**config.mk**
```make
export PLATFORM = sky130hd
export DESIGN_NAME = dhi_host_port
export DESIGN_NICKNAME = d
export VERILOG_FILES = /design/src/design/dhi_sync3.v /design/src/design/dhi_host_port.v
export VERILOG_INCLUDE_DIRS = /design/src /design/src/design
export SDC_FILE = /design/constraint.sdc
export NUM_CORES = 1
export LEC_CHECK = 0
export BUFFER_PORTS_ARGS = -buffer_cell sky130_fd_sc_hd__buf_2
export CAP_MARGIN = 20
export CELL_PAD_IN_SITES_DETAIL_PLACEMENT = 1
export CELL_PAD_IN_SITES_GLOBAL_PLACEMENT = 1
export CORE_MARGIN = 10
export CORE_UTILIZATION = 25
export CTS_CLUSTER_DIAMETER = 100
export DETAILED_ROUTE_END_ITERATION = 16
export PLACE_DENSITY_LB_ADDON = 0.05
export SLEW_MARGIN = 20
export SYNTH_ARGS = -nofsm -noshare
export SYNTH_HDL_FRONTEND = slang
export SYNTH_HIERARCHICAL = 1
export SYNTH_SLANG_ARGS = --single-unit
```
**constraint.sdc**
```tcl
create_clock -name clk_i -period 4.5 [get_ports clk_i]
set_input_delay 0.225 -clock clk_i [delete_from_list [all_inputs] [get_ports clk_i]]
set_output_delay 0.225 -clock clk_i [all_outputs]
set_load 0.03 [all_outputs]
```
**src/design/dhi_map.vh**
```
// constants for the display host interface
`ifndef DHI_MAP_VH
`define DHI_MAP_VH
// mode select codes {mode_sel_2,mode_sel_1,mode_sel_0}
`define DHI_MODE_PAR 3'h0
`define DHI_MODE_SER3 3'h5
`define DHI_MODE_SER4 3'h6
`define DHI_MODE_SER2L 3'h7
// idle levels of {mode, cs_n, dc, wr, rd_n, sdi, line sync, dot clock}
`define DHI_PIN_IDLE 10'h058
// parallel and serial word widths
`define DHI_WORD_W 8
`define DHI_BIT_CNT_W 4
`define DHI_SER3_BITS 4'h9
`define DHI_SER4_BITS 4'h8
`define DHI_SER2L_STEPS 4'h4
// pixel width
`define DHI_PIX_W 18
`endif

```
**src/design/dhi_sync3.v**
```verilog
// three flip-flop synchroniser with agreement qualified output
`default_nettype none
module dhi_sync3 #(
    parameter W = 1,
    parameter [W-1:0] RST_VAL = {W{1'b0}}
) (
    // clock and reset
    input wire clk_i,
    input wire rst_i,
    // asynchronous input and synchronised level
    input wire [W-1:0] async_i,
    output reg [W-1:0] sync_o
);
    reg [W-1:0] s1_ff;
    reg [W-1:0] s2_ff;
    reg [W-1:0] s3_ff;
    wire [W-1:0] nxt_sync;
    genvar g;
    // reset to the pins' idle levels so no false edge follows reset
    always @(posedge clk_i or posedge rst_i) begin
        if (rst_i) begin
            s1_ff <= RST_VAL;
            s2_ff <= RST_VAL;
            s3_ff <= RST_VAL;
        end else begin
            s1_ff <= async_i;
            s2_ff <= s1_ff;
            s3_ff <= s2_ff;
        end
    end
    // a change counts once stages two and three agree
    generate
        for (g = 0; g < W; g = g + 1) begin : bit_g
            assign nxt_sync[g] = (s2_ff[g] == s3_ff[g]) ? s3_ff[g] : sync_o[g];
        end
    endgenerate
    always @(posedge clk_i or posedge rst_i) begin
        if (rst_i) begin
            sync_o <= RST_VAL;
        end else begin
            sync_o <= nxt_sync;
        end
    end
endmodule
`default_nettype wire

```
**src/design/dhi_host_port.v**
```verilog
// host port of the display: parallel bus, serial link and pixel stream
// Functional notes
// parallel and serial transfers only while chip select is low
// data/command select high: word is display data or parameter
// data/command select low: word is a command code
// parallel writes are delivered by the write strobe
// parallel reads use the read strobe; host latches on its rising edge
// 4-line serial: write strobe pin carries data/command select
// two-lane serial: write strobe pin carries second data lane
// serial input data sampled on serial clock rising edge
// serial modes: data/command select pin is the serial clock
// serial read data changes on serial clock falling edge
// host sets interface type with three static mode pins
// pixel stream needs a serial mode for commands
// frame sync marks frame start
// line sync marks line start
// pixels accepted only while data enable is high
// pixel transfers timed by the host dot clock
// host applies hardware reset before use
`default_nettype none
`include "dhi_map.vh"
module dhi_host_port #(
    parameter WORD_W = `DHI_WORD_W,
    parameter PIX_W = `DHI_PIX_W
) (
    // clock and reset
    input wire clk_i,
    input wire rst_i,
    // mode select pins
    input wire mode_sel_2_i,
    input wire mode_sel_1_i,
    input wire mode_sel_0_i,
    // host control pins
    input wire chip_sel_n_i,
    input wire data_command_sel_i,
    input wire serial_dc_or_lane2_i,
    input wire rd_strobe_n_i,
    input wire serial_data_in_i,
    // parallel_data_bus as three signals
    input wire [WORD_W-1:0] parallel_data_bus_i,
    output reg [WORD_W-1:0] parallel_data_bus_o,
    output wire parallel_data_bus_oe_n_o,
    output reg serial_data_out_o,
    // pixel stream pins
    input wire frame_sync_i,
    input wire line_sync_i,
    input wire data_enable_i,
    input wire pixel_clock_i,
    input wire [PIX_W-1:0] pixel_data_i,
    // core side: received words
    output reg word_valid_o,
    output reg word_is_data_o,
    output reg [WORD_W-1:0] word_o,
    // core side: read data to return
    input wire [WORD_W-1:0] read_data_i,
    output reg read_taken_o,
    // core side: pixels
    output reg pixel_valid_o,
    output reg [PIX_W-1:0] pixel_o,
    output reg frame_start_o,
    output reg line_start_o
);
    // ***************************************************************
    // input synchronisers
    // ***************************************************************
    localparam NS = 10 + WORD_W;
    wire [NS-1:0] s;
    dhi_sync3 #(.W(NS), .RST_VAL({`DHI_PIN_IDLE, {WORD_W{1'b0}}})) u_sync (
        .clk_i(clk_i),
        .rst_i(rst_i),
        .async_i({mode_sel_2_i, mode_sel_1_i, mode_sel_0_i, chip_sel_n_i,
                  data_command_sel_i, serial_dc_or_lane2_i, rd_strobe_n_i,
                  serial_data_in_i, line_sync_i, pixel_clock_i,
                  parallel_data_bus_i}),
        .sync_o(s)
    );
    wire [2:0] mode = s[NS-1:NS-3];
    wire cs_n = s[NS-4];
    wire dc_pin = s[NS-5];
    wire wr_pin = s[NS-6];
    wire rd_n = s[NS-7];
    wire sdi = s[NS-8];
    wire hs = s[NS-9];
    wire pclk = s[NS-10];
    wire [WORD_W-1:0] db = s[WORD_W-1:0];
    // frame sync, data enable and pixel data synchronised separately so the pixel bus stays apart
    wire [PIX_W+1:0] ps;
    dhi_sync3 #(.W(PIX_W + 2)) u_psync (
        .clk_i(clk_i),
        .rst_i(rst_i),
        .async_i({frame_sync_i, data_enable_i, pixel_data_i}),
        .sync_o(ps)
    );
    // ***************************************************************
    // edge detection
    // ***************************************************************
    reg wr_d_ff, rd_d_ff, sck_d_ff, pclk_d_ff, vs_d_ff, hs_d_ff;
    always @(posedge clk_i or posedge rst_i) begin
        if (rst_i) begin
            wr_d_ff <= 1'b1;
            rd_d_ff <= 1'b1;
            sck_d_ff <= 1'b0;
            pclk_d_ff <= 1'b0;
            vs_d_ff <= 1'b0;
            hs_d_ff <= 1'b0;
        end else begin
            wr_d_ff <= wr_pin;
            rd_d_ff <= rd_n;
            sck_d_ff <= dc_pin;
            pclk_d_ff <= pclk;
            vs_d_ff <= ps[PIX_W+1];
            hs_d_ff <= hs;
        end
    end
    wire is_par = (mode == `DHI_MODE_PAR);
    wire is_ser = (mode == `DHI_MODE_SER3) || (mode == `DHI_MODE_SER4) ||
                  (mode == `DHI_MODE_SER2L);
    wire sel = ~cs_n;
    wire wr_rise = wr_pin & ~wr_d_ff;
    wire rd_fall = ~rd_n & rd_d_ff;
    wire sck_rise = dc_pin & ~sck_d_ff;
    wire sck_fall = ~dc_pin & sck_d_ff;
    // ***************************************************************
    // parallel port
    // ***************************************************************
    reg rd_act_ff;
    assign parallel_data_bus_oe_n_o = ~rd_act_ff;
    always @(posedge clk_i or posedge rst_i) begin
        if (rst_i) begin
            rd_act_ff <= 1'b0;
            parallel_data_bus_o <= {WORD_W{1'b0}};
        end else if (is_par && sel && rd_fall) begin
            rd_act_ff <= 1'b1;
            parallel_data_bus_o <= read_data_i;
        end else if (rd_n || !sel || !is_par) begin
            rd_act_ff <= 1'b0; // held until host latches on rising edge
        end
    end
    // ***************************************************************
    // serial port
    // ***************************************************************
    reg [WORD_W-1:0] sh_ff;
    reg [`DHI_BIT_CNT_W-1:0] cnt_ff;
    reg dc_ser_ff;
    reg [WORD_W-1:0] tx_ff;
    wire [`DHI_BIT_CNT_W-1:0] last =
        (mode == `DHI_MODE_SER3) ? `DHI_SER3_BITS :
        (mode == `DHI_MODE_SER2L) ? `DHI_SER2L_STEPS : `DHI_SER4_BITS;
    wire [`DHI_BIT_CNT_W-1:0] cnt_inc = cnt_ff + 1'b1;
    wire ser_done = sck_rise && (cnt_inc == last);
    always @(posedge clk_i or posedge rst_i) begin
        if (rst_i) begin
            sh_ff <= {WORD_W{1'b0}};
            cnt_ff <= {`DHI_BIT_CNT_W{1'b0}};
            dc_ser_ff <= 1'b0;
        end else if (!is_ser || !sel) begin
            cnt_ff <= {`DHI_BIT_CNT_W{1'b0}};
        end else if (sck_rise) begin
            cnt_ff <= ser_done ? {`DHI_BIT_CNT_W{1'b0}} : cnt_inc;
            if (mode == `DHI_MODE_SER3 && cnt_ff == {`DHI_BIT_CNT_W{1'b0}}) begin
                dc_ser_ff <= sdi; // leading d/c bit in 3-line
            end else if (mode == `DHI_MODE_SER2L) begin
                sh_ff <= {sh_ff[WORD_W-3:0], sdi, wr_pin};
            end else begin
                sh_ff <= {sh_ff[WORD_W-2:0], sdi};
            end
            if (mode == `DHI_MODE_SER4) begin
                dc_ser_ff <= wr_pin;
            end
        end
    end
    // serial read data shifts out on falling edges
    always @(posedge clk_i or posedge rst_i) begin
        if (rst_i) begin
            tx_ff <= {WORD_W{1'b0}};
            serial_data_out_o <= 1'b0;
        end else if (!is_ser || !sel) begin
            tx_ff <= read_data_i;
        end else if (sck_fall) begin
            serial_data_out_o <= tx_ff[WORD_W-1];
            tx_ff <= {tx_ff[WORD_W-2:0], 1'b0};
        end
    end
    // ***************************************************************
    // word output and read acknowledge
    // ***************************************************************
    always @(posedge clk_i or posedge rst_i) begin
        if (rst_i) begin
            word_valid_o <= 1'b0;
            word_is_data_o <= 1'b0;
            word_o <= {WORD_W{1'b0}};
            read_taken_o <= 1'b0;
        end else begin
            word_valid_o <= 1'b0;
            read_taken_o <= is_par && sel && rd_fall;
            if (is_par && sel && wr_rise) begin
                word_valid_o <= 1'b1;
                word_is_data_o <= dc_pin;
                word_o <= db;
            end else if (is_ser && sel && ser_done) begin
                word_valid_o <= 1'b1;
                word_is_data_o <= (mode == `DHI_MODE_SER4) ? wr_pin : dc_ser_ff;
                word_o <= (mode == `DHI_MODE_SER2L) ? {sh_ff[WORD_W-3:0], sdi, wr_pin}
                        : (mode == `DHI_MODE_SER3) ? {sh_ff[WORD_W-2:0], sdi}
                        : {sh_ff[WORD_W-2:0], sdi};
            end
        end
    end
    // ***************************************************************
    // pixel stream
    // ***************************************************************
    wire pclk_rise = pclk & ~pclk_d_ff;
    always @(posedge clk_i or posedge rst_i) begin
        if (rst_i) begin
            pixel_valid_o <= 1'b0;
            pixel_o <= {PIX_W{1'b0}};
            frame_start_o <= 1'b0;
            line_start_o <= 1'b0;
        end else begin
            frame_start_o <= ps[PIX_W+1] & ~vs_d_ff;
            line_start_o <= hs & ~hs_d_ff;
            pixel_valid_o <= 1'b0;
            if (is_ser && pclk_rise && ps[PIX_W]) begin
                pixel_valid_o <= 1'b1;
                pixel_o <= ps[PIX_W-1:0];
            end
        end
    end
endmodule
`default_nettype wire

```
==> metrics, run 1 <==
largest net degree at the start of global routing=47; vias in the first global route=4682; Critical R2R Launch=cnt_ff[0]; Tightest Pin Transition=0.794 ns; Crit Reg-Reg Endpoint=word_is_data_o; worst min path class=input pin to async pin; Seq/Total Area, Yosys=0.759; Levels on crit path=8; CP top delay family=compound AO/OA/AOI/OAI gates; Worst Skew=0.00987 ns; Critical Path Start=cnt_ff[0]; # fillers=3013; Synth Register Bits=220; reg2reg setup slack=1.87 ns; CP required=4.90 ns; RSZ-0062 raised after global routing=no; initial antenna violation count=0; Antenna diodes=0; P_sw=0.00152 W; gr usage total=0.0876; Die X=191 um; CP Class=flop to flop; Worst setup EP type=flop; CTS tree=done; post-layout net count=651; slowest stage delay, CP=0.52 ns; Crit path arrival time=3.03 ns; Worst Setup Start Kind=flop; Post-synth EDFFs=0; sequential group share of total power=0.450; total negative slack=0 ns; clk sink count=220; vias per cell=4.04; Initial DRC Count=134; LEAKAGE=4.21 nW; Root Driver=clkbuf_16; Routed Antenna Nets=0; Highest Clock Rate=0.380 GHz; # Post-CTS Setup Buffers=0; max cap viols=0; htree depth=1; top-area cell type share of the netlist area=0.708; Final min period=2.63 ns; P&R area growth vs syn=30.7%; Async SR Flop Fraction=1.00; WP buf/inv=1; Avg Inst Size Synth=16.5 um2; Die ar.=36300 um2; share of layout cells above drive strength 1=0.370; Synth top cells by count=dfrtp_1, maj3_2, mux2_2; ys flop type=dfrtp_1; clock power share=0.390; Critical Path End=word_is_data_o; first-pass GRT wire length=26000 um; Die Y=191 um; slowest stage cell, crit path=a31oi_4; Peak VDD IR=0.253 mV; status=finished clean; Yosys top cell by area=dfrtp_1; Mapped Area=7280 um2; io pins=90; Clock transition at path regs=0.06 ns; final worst-path cycle share=0.585; WL/cell=15.2 um; DRC violations left=0; crit-path cells=inv_1 > ha_1 > and4bb_1 > and4bb_2 > a21oi_2 > a31oi_4 > mux2i_1 > o21ai_1; Clock Latency Late Sink=0.54 ns; Max FO, Critical Path=18; Pre-Repair DR Iteration Count=4; Num CTS Buffers=27; Starting Density=0.254; storage element area=5520 um2; sw frac=0.285; Final Max Tran Viols=0; Rel. slew slack=0.468; Multi-input gate area=1650 um2; pwr dens=563 nW/um2; YS warnings=6; Final Core Density=0.331; total gr overflow=0; Unique masters post-synth=50; Setup violations, final=0; count leader, synth=dfrtp_1; clock tree buffer depth=3; Vias=4060; Synth Instances=442; Internal=0.00383 W; dpl hpwl=9970 um; Reg2Reg Depth=8; port bufs=89; Total Power=0.00536 W; combinational share of power=0.160; top cells by area, synth=dfrtp_1, maj3_2, dfstp_2; Fin. Hold Viols=0; wirelength, routed=15300 um; GP Congestion=0.723; Core ar.=28700 um2; synthesized net count=492; FP Rows=62
power groups by stage:
stage               logic (W)  clock network, W  registers (W)
global route         0.000938           0.00228        0.00245
floorplan            0.000284                 0        0.00271
finish               0.000859           0.00209        0.00241
detailed placement   0.000857                 0        0.00245
global placement     0.000844                 0        0.00244
CTS                  0.000890           0.00219        0.00242
logic make-up after synthesis:
family / count (synthesis) / synth area share
AO/OA/AOI/OAI: 38 / 0.0332
XOR/XNOR: 2 / 0.00241
adder cells (fa/ha/maj): 40 / 0.0622
buffers and inverters: 17 / 0.0141
flip-flops: 220 / 0.759
multiplexers: 45 / 0.0667
AND/OR/NAND/NOR: 80 / 0.0624
layout make-up:
cell class | instances | share of cell area
clock inverters | 6 | 0.00566
flip-flops and latches | 220 | 0.581
inverters | 7 | 0.00303
clock buffers | 43 | 0.0868
repair buffers | 140 | 0.0995
multi-input cells | 205 | 0.174
well taps | 384 | 0.0505
stage by stage:
step / hold WS (ns) / std cells / setup WS [ns] / instance area, um2
3_3_place_gp: 0.326 / 909 / 1.98 / 8160
6_report: 0.277 / 1005 / 1.87 / 9510
4_1_cts: 0.275 / 1005 / 1.86 / 9510
2_1_floorplan: 0.229 / 442 / 2.22 / 7280
5_1_grt: 0.291 / 1005 / 1.67 / 9510
3_5_place_dp: 0.324 / 909 / 1.88 / 8160
how the worst min path moves through the flow:
stage                startpoint                end  slack, ns  depth (start not counted)
3_5_place_dp              rst_i        pixel_o[12]       0.32                          2
4_1_cts                   rst_i        pixel_o[12]       0.27                          3
6_report                  rst_i        pixel_o[12]       0.28                          3
5_1_grt        pixel_data_i[16]  u_psync/s1_ff[16]       0.29                          2
2_1_floorplan     rd_strobe_n_i   u_sync/s1_ff[11]       0.23                          0
3_3_place_gp              rst_i        pixel_o[12]       0.33                          2
cell usage in the layout, fill, tap and decap left out, drive strengths merged:
| cell | Yosys | routed |
|---|---|---|
| o21ai | 19 | 19 |
| o21a | 1 | 1 |
| xor2 | 2 | 2 |
| dfstp | 14 | 14 |
| clkinvlp | 0 | 1 |
| and2 | 2 | 2 |
| a211oi | 8 | 8 |
| buf | 6 | 93 |
| mux2i | 17 | 17 |
| o22ai | 1 | 1 |
| nor4b | 2 | 2 |
| nor2 | 13 | 13 |
| and3 | 2 | 2 |
| nand2 | 25 | 25 |
| clkbuf | 4 | 43 |
| and4bb | 2 | 2 |
| or3b | 1 | 1 |
| inv | 7 | 7 |
| nor3b | 1 | 1 |
| dlygate4sd3 | 0 | 47 |
| dfrtp | 206 | 206 |
| nand3 | 5 | 5 |
| clkinv | 0 | 5 |
| mux2 | 28 | 28 |
| nor4 | 2 | 2 |
| or4 | 2 | 2 |
| ha | 2 | 2 |
| nand2b | 2 | 2 |
| a31oi | 3 | 3 |
| nand3b | 1 | 1 |
| nor2b | 3 | 3 |
| and3b | 1 | 1 |
| nor3 | 9 | 9 |
| maj3 | 38 | 38 |
| or2 | 3 | 3 |
| a21oi | 6 | 6 |
| nand4 | 4 | 4 |
sequential cells by signal, indices dropped and copies added (netlist names), 4 cells and up:
name                 cells
sh_ff                    7
cnt_ff                   4
u_psync/s2_ff           20
u_psync/s1_ff           20
parallel_data_bus_o      8
u_sync/s2_ff            18
tx_ff                    8
u_sync/sync_o           18
u_psync/s3_ff           20
u_sync/s1_ff            18
u_sync/s3_ff            18
pixel_o                 18
word_o                   8
u_psync/sync_o          20
routing by layer:
metal	GRT usage	wire length [um]	up-vias
met2	0.135	6960	77
met5	0	0	-
met4	0.0288	367	0
met1	0.114	7000	2102
met3	0.0285	989	34
li1	-	-	1847
tightest hold or removal path: stages:
cell and delay [ns]:
dlygate4sd3_1 0.52, buf_2 0.15, clkinv_2 0.36
repair_timing:
action	CTS	global route
gates resized for setup	0	0
endpoints found under the hold margin	132	0
hold buffers	47	0
No activity file was read; power rests on OpenSTA's default activity.
==> run 2: changes to the inputs <==
==> constraint.sdc (replaced) <==
create_clock -name clk_i -period 2.4 [get_ports clk_i]
set_input_delay 0.12 -clock clk_i [delete_from_list [all_inputs] [get_ports clk_i]]
set_output_delay 0.12 -clock clk_i [all_outputs]
set_load 0.03 [all_outputs]
==> metrics, run 2 (synthesis gave the netlist of run 1 again) <==
P&R area growth vs syn=31.5%; port bufs=89 (unchanged); Starting Density=0.254 (unchanged); clock tree buffer depth=3 (unchanged); Clock transition at path regs=0.06 ns (about the same); Max FO, Critical Path=17 (-1); most frequent cells in the layout=dfrtp_1, buf_2, dlygate4sd3_1, maj3_2, mux2_2; Worst setup EP type=flop; Vias=4058 (-0.049%); CP required=2.83 ns (-2.07 ns); hold-critical path depth=2; max cap viols=0 (unchanged); Min-Delay Startpoint=parallel_data_bus_i[0]; LEAKAGE=4.25 nW (+0.81%); Initial DRC Count=139 (+3.7%); Setup violations, final=0 (unchanged); Die X=191 um (unchanged); WL/cell=15.3 um (+0.52%); total negative slack=0 ns (unchanged); Crit path arrival time=2.66 ns (-0.37 ns); Pre-Repair DR Iteration Count=3 (-1); first-pass GRT wire length=26000 um (+0.29%); DRC violations left=0 (unchanged); total gr overflow=0 (unchanged); Worst Setup Start Kind=flop; gr usage total=0.0879 (+0.000286); dpl hpwl=9980 um (about the same); share of layout cells above drive strength 1=0.383 (+0.0124); Rel. slew slack=0.553 (+0.0849); Root Driver=clkbuf_16; GP Congestion=0.712 (-1.5%); Clock Latency Late Sink=0.52 ns (-0.02 ns); vias in the first global route=4579 (-2.2%); sw frac=0.284 (about the same); worst min path class=input pin to flop; FP Rows=62 (unchanged); clock power share=0.380 (-0.010); Final min period=2.23 ns (-0.401 ns); CP Class=flop to flop; Final Core Density=0.333 (+0.00218); Highest Clock Rate=0.449 GHz (+18%); Die ar.=36300 um2 (unchanged); wirelength, routed=15500 um (+1.1%); P_sw=0.00282 W (+85%); Antenna diodes=0 (unchanged); Internal=0.00709 W (+85%); initial antenna violation count=0 (unchanged); largest net degree at the start of global routing=69 (+47%); htree depth=1 (unchanged); Fin. Hold Viols=0 (unchanged); Routed Antenna Nets=0 (unchanged); combinational share of power=0.164 (+0.004); post-layout net count=660 (+1.4%); pwr dens=1040 nW/um2 (+84%); Hold Crit Endpoint=u_sync/s1_ff[0]; Tightest Pin Transition=0.670 ns (-0.125 ns); reg2reg setup slack=0.17 ns (-1.70 ns); Die Y=191 um (unchanged); Core ar.=28700 um2 (unchanged); # fillers=2981 (-1.1%); CTS tree=done; final worst-path cycle share=0.929 (+0.344); sequential group share of total power=0.456 (+0.006); status=finished clean; Final Max Tran Viols=0 (unchanged); Critical R2R Launch=cnt_ff[0]; Worst Skew=0.00772 ns (-0.00216 ns); vias per cell=4.01 (-0.64%); clk sink count=220 (unchanged); io pins=90 (unchanged); Crit Reg-Reg Endpoint=word_o[6]; Peak VDD IR=0.417 mV (+65%); commonest non-fill, non-tap cell in the layout=dfrtp_1; Reg2Reg Depth=9 (+1); Num CTS Buffers=26 (-3.7%)
-- run 2: how the worst max path moves through the flow --
stage / start / slack (ns) / endpoint / cells after the start
3_3_place_gp: cnt_ff[0] / 0.12 / word_o[6] / 9
4_1_cts: cnt_ff[0] / 0.05 / word_o[6] / 9
6_report: cnt_ff[0] / 0.17 / word_o[6] / 9
5_1_grt: cnt_ff[0] / -0.003 / word_o[6] / 9
2_1_floorplan: rst_i / 0.23 / u_psync/s1_ff[0] / 1
3_5_place_dp: cnt_ff[0] / -0.02 / word_o[6] / 9
-- run 2: metal layers --
metal	routed length, um	global-route usage
met4	389	0.0309
met3	1020	0.0274
met2	6950	0.130
met1	7130	0.118
met5	0	0
-- run 2: stage by stage --
| step | power (W) | worst slack, ns | std cells | hold slack (ns) | area [um2] |
|---|---|---|---|---|---|
| after global routing | 0.0105 | -0.00256 | 1011 | 0.209 | 9570 |
| after CTS | 0.0102 | 0.0479 | 1010 | 0.194 | 9560 |
| after global placement | 0.00618 | 0.123 | 917 | 0.227 | 8260 |
| after detailed placement | 0.00622 | -0.0239 | 917 | 0.227 | 8260 |
| after floorplan | 0.00561 | 0.228 | 442 | 0.124 | 7280 |
| final | 0.00991 | 0.170 | 1011 | 0.231 | 9570 |
-- run 2: worst max-delay path, stage by stage, from the launching register on --
cell and delay (ns):
dfrtp_1 0.40, buf_4 0.16, ha_1 0.27, or2_1 0.26, o21ai_2 0.10, nand4_1 0.23, a31oi_4 0.29, buf_12 0.17
nor3_1 0.05, a211oi_1 0.19
-- run 2: final cells by class --
cell class,count,area [um2],share of cell area
tap,384,480,0.0502
timing repair buffer,150,1060,0.111
inverter,7,28.8,0.00301
sequential,220,5520,0.577
clock inverter,8,82.6,0.00863
clock buffer,37,742,0.0775
multi-input combinational,205,1660,0.173
-- run 2: power by group through the flow --
stage                     logic (W)  clock network, W  registers (W)
after detailed placement    0.00162                 0        0.00460
after global routing        0.00178           0.00411        0.00460
after floorplan            0.000533                 0        0.00508
after CTS                   0.00168           0.00394        0.00454
final                       0.00163           0.00376        0.00452
after global placement      0.00160                 0        0.00459
-- run 2: timing repair --
item,4_1_cts,5_1_grt
endpoints found under the hold margin,216,0
gates resized for setup,0,3
pin swaps,0,3
setup endpoints to repair,1,6
hold buffers,47,0
setup buffers,1,1
gates cloned,0,0
==> run 3: changes to the inputs <==
--- a/config.mk
+++ b/config.mk
@@ -18,5 +18,4 @@
 export SLEW_MARGIN = 20
 export SYNTH_ARGS = -nofsm -noshare
 export SYNTH_HDL_FRONTEND = slang
-export SYNTH_HIERARCHICAL = 1
 export SYNTH_SLANG_ARGS = --single-unit
==> metrics, run 3 <==
Root Driver=clkbuf_16; Clock transition at path regs=0.06 ns (about the same); Synth Instances=441 (-0.23%); Peak VDD IR=0.469 mV (+12%); post-cts resize count=0 (unchanged); Cells after DPL=904 (-1.4%); first-pass GRT wire length=24500 um (-5.9%); dpl hpwl=9160 um (-8.2%); Die ar.=35800 um2 (-1.4%); Async SR Flop Fraction=1.00 (unchanged); Fin. Hold Viols=0 (unchanged); Vias=4004 (-1.3%); clk sink count=220 (unchanged); crit-path cells=inv_1 > ha_1 > nor2_1 > mux2_2 > nor3b_4 > buf_12 > a31o_2 > o21ai_1; Max FO, Critical Path=19 (+2); top cells by area, synth=dfrtp_1, maj3_1, dfstp_2; CP top delay family=flip-flops; count leader, synth=dfrtp_1; Setup violations, final=0 (unchanged); vias in the first global route=4606 (+0.59%); gr usage total=0.0824 (-0.00549); Worst Setup Start Kind=flop; # fillers=2954 (-0.91%); htree depth=1 (unchanged); Final min period=1.98 ns (-0.251 ns); share of layout cells above drive strength 1=0.314 (-0.0693); Mapped Area=7160 um2 (-1.6%); wirelength, routed=14500 um (-6.6%); Pre-Repair DR Iteration Count=4 (+1); synthesized net count=491 (-0.20%); io pins=90 (unchanged); pwr dens=1060 nW/um2 (+2.6%); Crit path arrival time=2.42 ns (-0.24 ns); Unique masters post-synth=39 (-22%); clock tree buffer depth=3 (unchanged); Synth top cells by count=dfrtp_1, maj3_1, mux2_2; commonest non-fill, non-tap cell in the layout=dfrtp_1; CTS tree=done; FP Rows=61 (-1.6%); max cap viols=0 (unchanged); final worst-path cycle share=0.825 (-0.105); Total Power=0.0101 W (+1.8%); worst min path class=input pin to async pin; RSZ-0062 raised after global routing=no; CP required=2.84 ns (about the same); LEAKAGE=4.26 nW (+0.26%); GP Congestion=0.681 (-4.4%); P&R area growth vs syn=32.6%; largest net degree at the start of global routing=99 (+43%); Highest Clock Rate=0.505 GHz (+13%); slowest stage delay, CP=0.46 ns (+0.06 ns); Post-synth EDFFs=0 (unchanged); Synth Register Bits=220 (unchanged); Clock Latency Late Sink=0.52 ns (about the same); Die X=189 um (-0.72%); total gr overflow=0 (unchanged); Die Y=189 um (-0.72%); CP Class=flop to flop; WP buf/inv=2 (unchanged); final non-filler cell total=1001 (-0.99%); initial antenna violation count=1 (+1); Final Max Tran Viols=0 (unchanged); vias per cell=4.00 (-0.34%); most frequent cells in the layout=dfrtp_1, buf_2, dlygate4sd3_1, maj3_1, mux2_2; top-area cell type share of the netlist area=0.720 (+0.0115); Starting Density=0.256 (+0.00211); YS warnings=0 (-6); DRC violations left=0 (unchanged); ys flop type=dfrtp_1; slowest stage cell, crit path=dfrtp_1; status=finished clean; Core ar.=28000 um2 (-2.4%); Avg Inst Size Synth=16.2 um2 (-1.4%); Yosys top cell by area=dfrtp_1; Num CTS Buffers=26 (unchanged); Routed Antenna Nets=0 (unchanged); Worst setup EP type=flop; Worst Skew=0.00711 ns (-0.000606 ns); Rel. slew slack=0.578 (+0.0254); WL/cell=14.4 um (-5.7%); Tightest Pin Transition=0.632 ns (-0.0373 ns); Initial DRC Count=163 (+17%); port bufs=89 (unchanged); post-layout net count=652 (-1.2%); Seq/Total Area, Yosys=0.771 (+0.0123)
==> run 3: cell types whose count changed after synthesis, moves of 7 or more <==
cell / delta
a211oi_1: -7
a21oi_1: +16
a31o_2: +8
maj3_1: +38
maj3_2: -38
nor3_1: -7
o21ai_0: -7
o21ai_1: +7
==> run 3: cell type report <==
class | instances | area [um2] | share of cell area
multi-input cells | 204 | 1560 | 0.164
clock buffers | 42 | 802 | 0.0844
clock inverters | 6 | 82.6 | 0.00869
well taps | 378 | 473 | 0.0498
inverters | 5 | 22.5 | 0.00237
repair buffers | 145 | 1030 | 0.109
diodes | 1 | 2.50 | 0.000263
flip-flops and latches | 220 | 5520 | 0.581
==> run 3: kinds of logic after synthesis <==
group,after synthesis,synth area share
xor gates and xnor gates,2,0.00245
adders and majority gates,40,0.0566
AOI/OAI and AO/OA,55,0.0453
DFF,220,0.771
buffers and inverters,17,0.0110
muxes,45,0.0680
and+or+nand+nor,62,0.0454
==> run 3: worst reg2reg max path, stage by stage, from the launching register on <==
cell and delay (ns):
dfrtp_1 0.46, inv_1 0.07, ha_1 0.32, nor2_1 0.06, mux2_2 0.32, nor3b_4 0.17
buf_12 0.15, a31o_2 0.23, o21ai_1 0.12
==> run 3: path summary, 6_finish.rpt <==
kind,slack [ns],startpoint,end,depth (start not counted)
max in group asynchronous,1.46,rst_i,u_sync.s3_ff[6],4
hold / removal,0.08,rst_i,hs_d_ff,3
hold reg to reg,0.34,u_sync.s1_ff[2],u_sync.s2_ff[2],0
setup reg to reg,0.42,cnt_ff[0],word_o[4],8
setup / recovery,0.42,cnt_ff[0],word_o[4],8
min in group clk_i,0.24,parallel_data_bus_i[5],u_sync.s1_ff[5],2
==> run 3: stage by stage <==
step | area, um2 | setup TNS, ns | utilization | hold slack (ns) | setup slack [ns]
2_1_floorplan | 7160 | -118.79 | - | 0.124 | -0.577
3_3_place_gp | 8120 | 0 | 0.290 | 0.0559 | 0.164
3_5_place_dp | 8120 | 0 | 0.290 | 0.0589 | 0.0727
4_1_cts | 9480 | 0 | 0.338 | 0.0572 | 0.0623
5_1_grt | 9500 | 0 | 0.339 | 0.0788 | 0.285
6_report | 9500 | 0 | 0.339 | 0.0775 | 0.421
==> run 3: power by group <==
part,switching (W),total [W],internal (W)
registers,0.000286,0.00453,0.00424
logic,0.000987,0.00158,0.000595
clock network,0.00149,0.00398,0.00249
==> run 3: what timing repair did <==
| item | in CTS | in global routing |
|---|---|---|
| setup endpoints to repair | 0 | 9 |
| setup buffers | 0 | 1 |
| endpoints found under the hold margin | 252 | 0 |
| hold buffers | 47 | 0 |
==> run 3: metal layers <==
layer,part of all wire,wire length (um),vias to the layer above,global-route usage
met5,0,0,-,0
met4,0.024,342,0,0.0290
met3,0.065,935,29,0.0276
met2,0.46,6680,78,0.129
met1,0.45,6490,2050,0.104
li1,-,-,1847,-
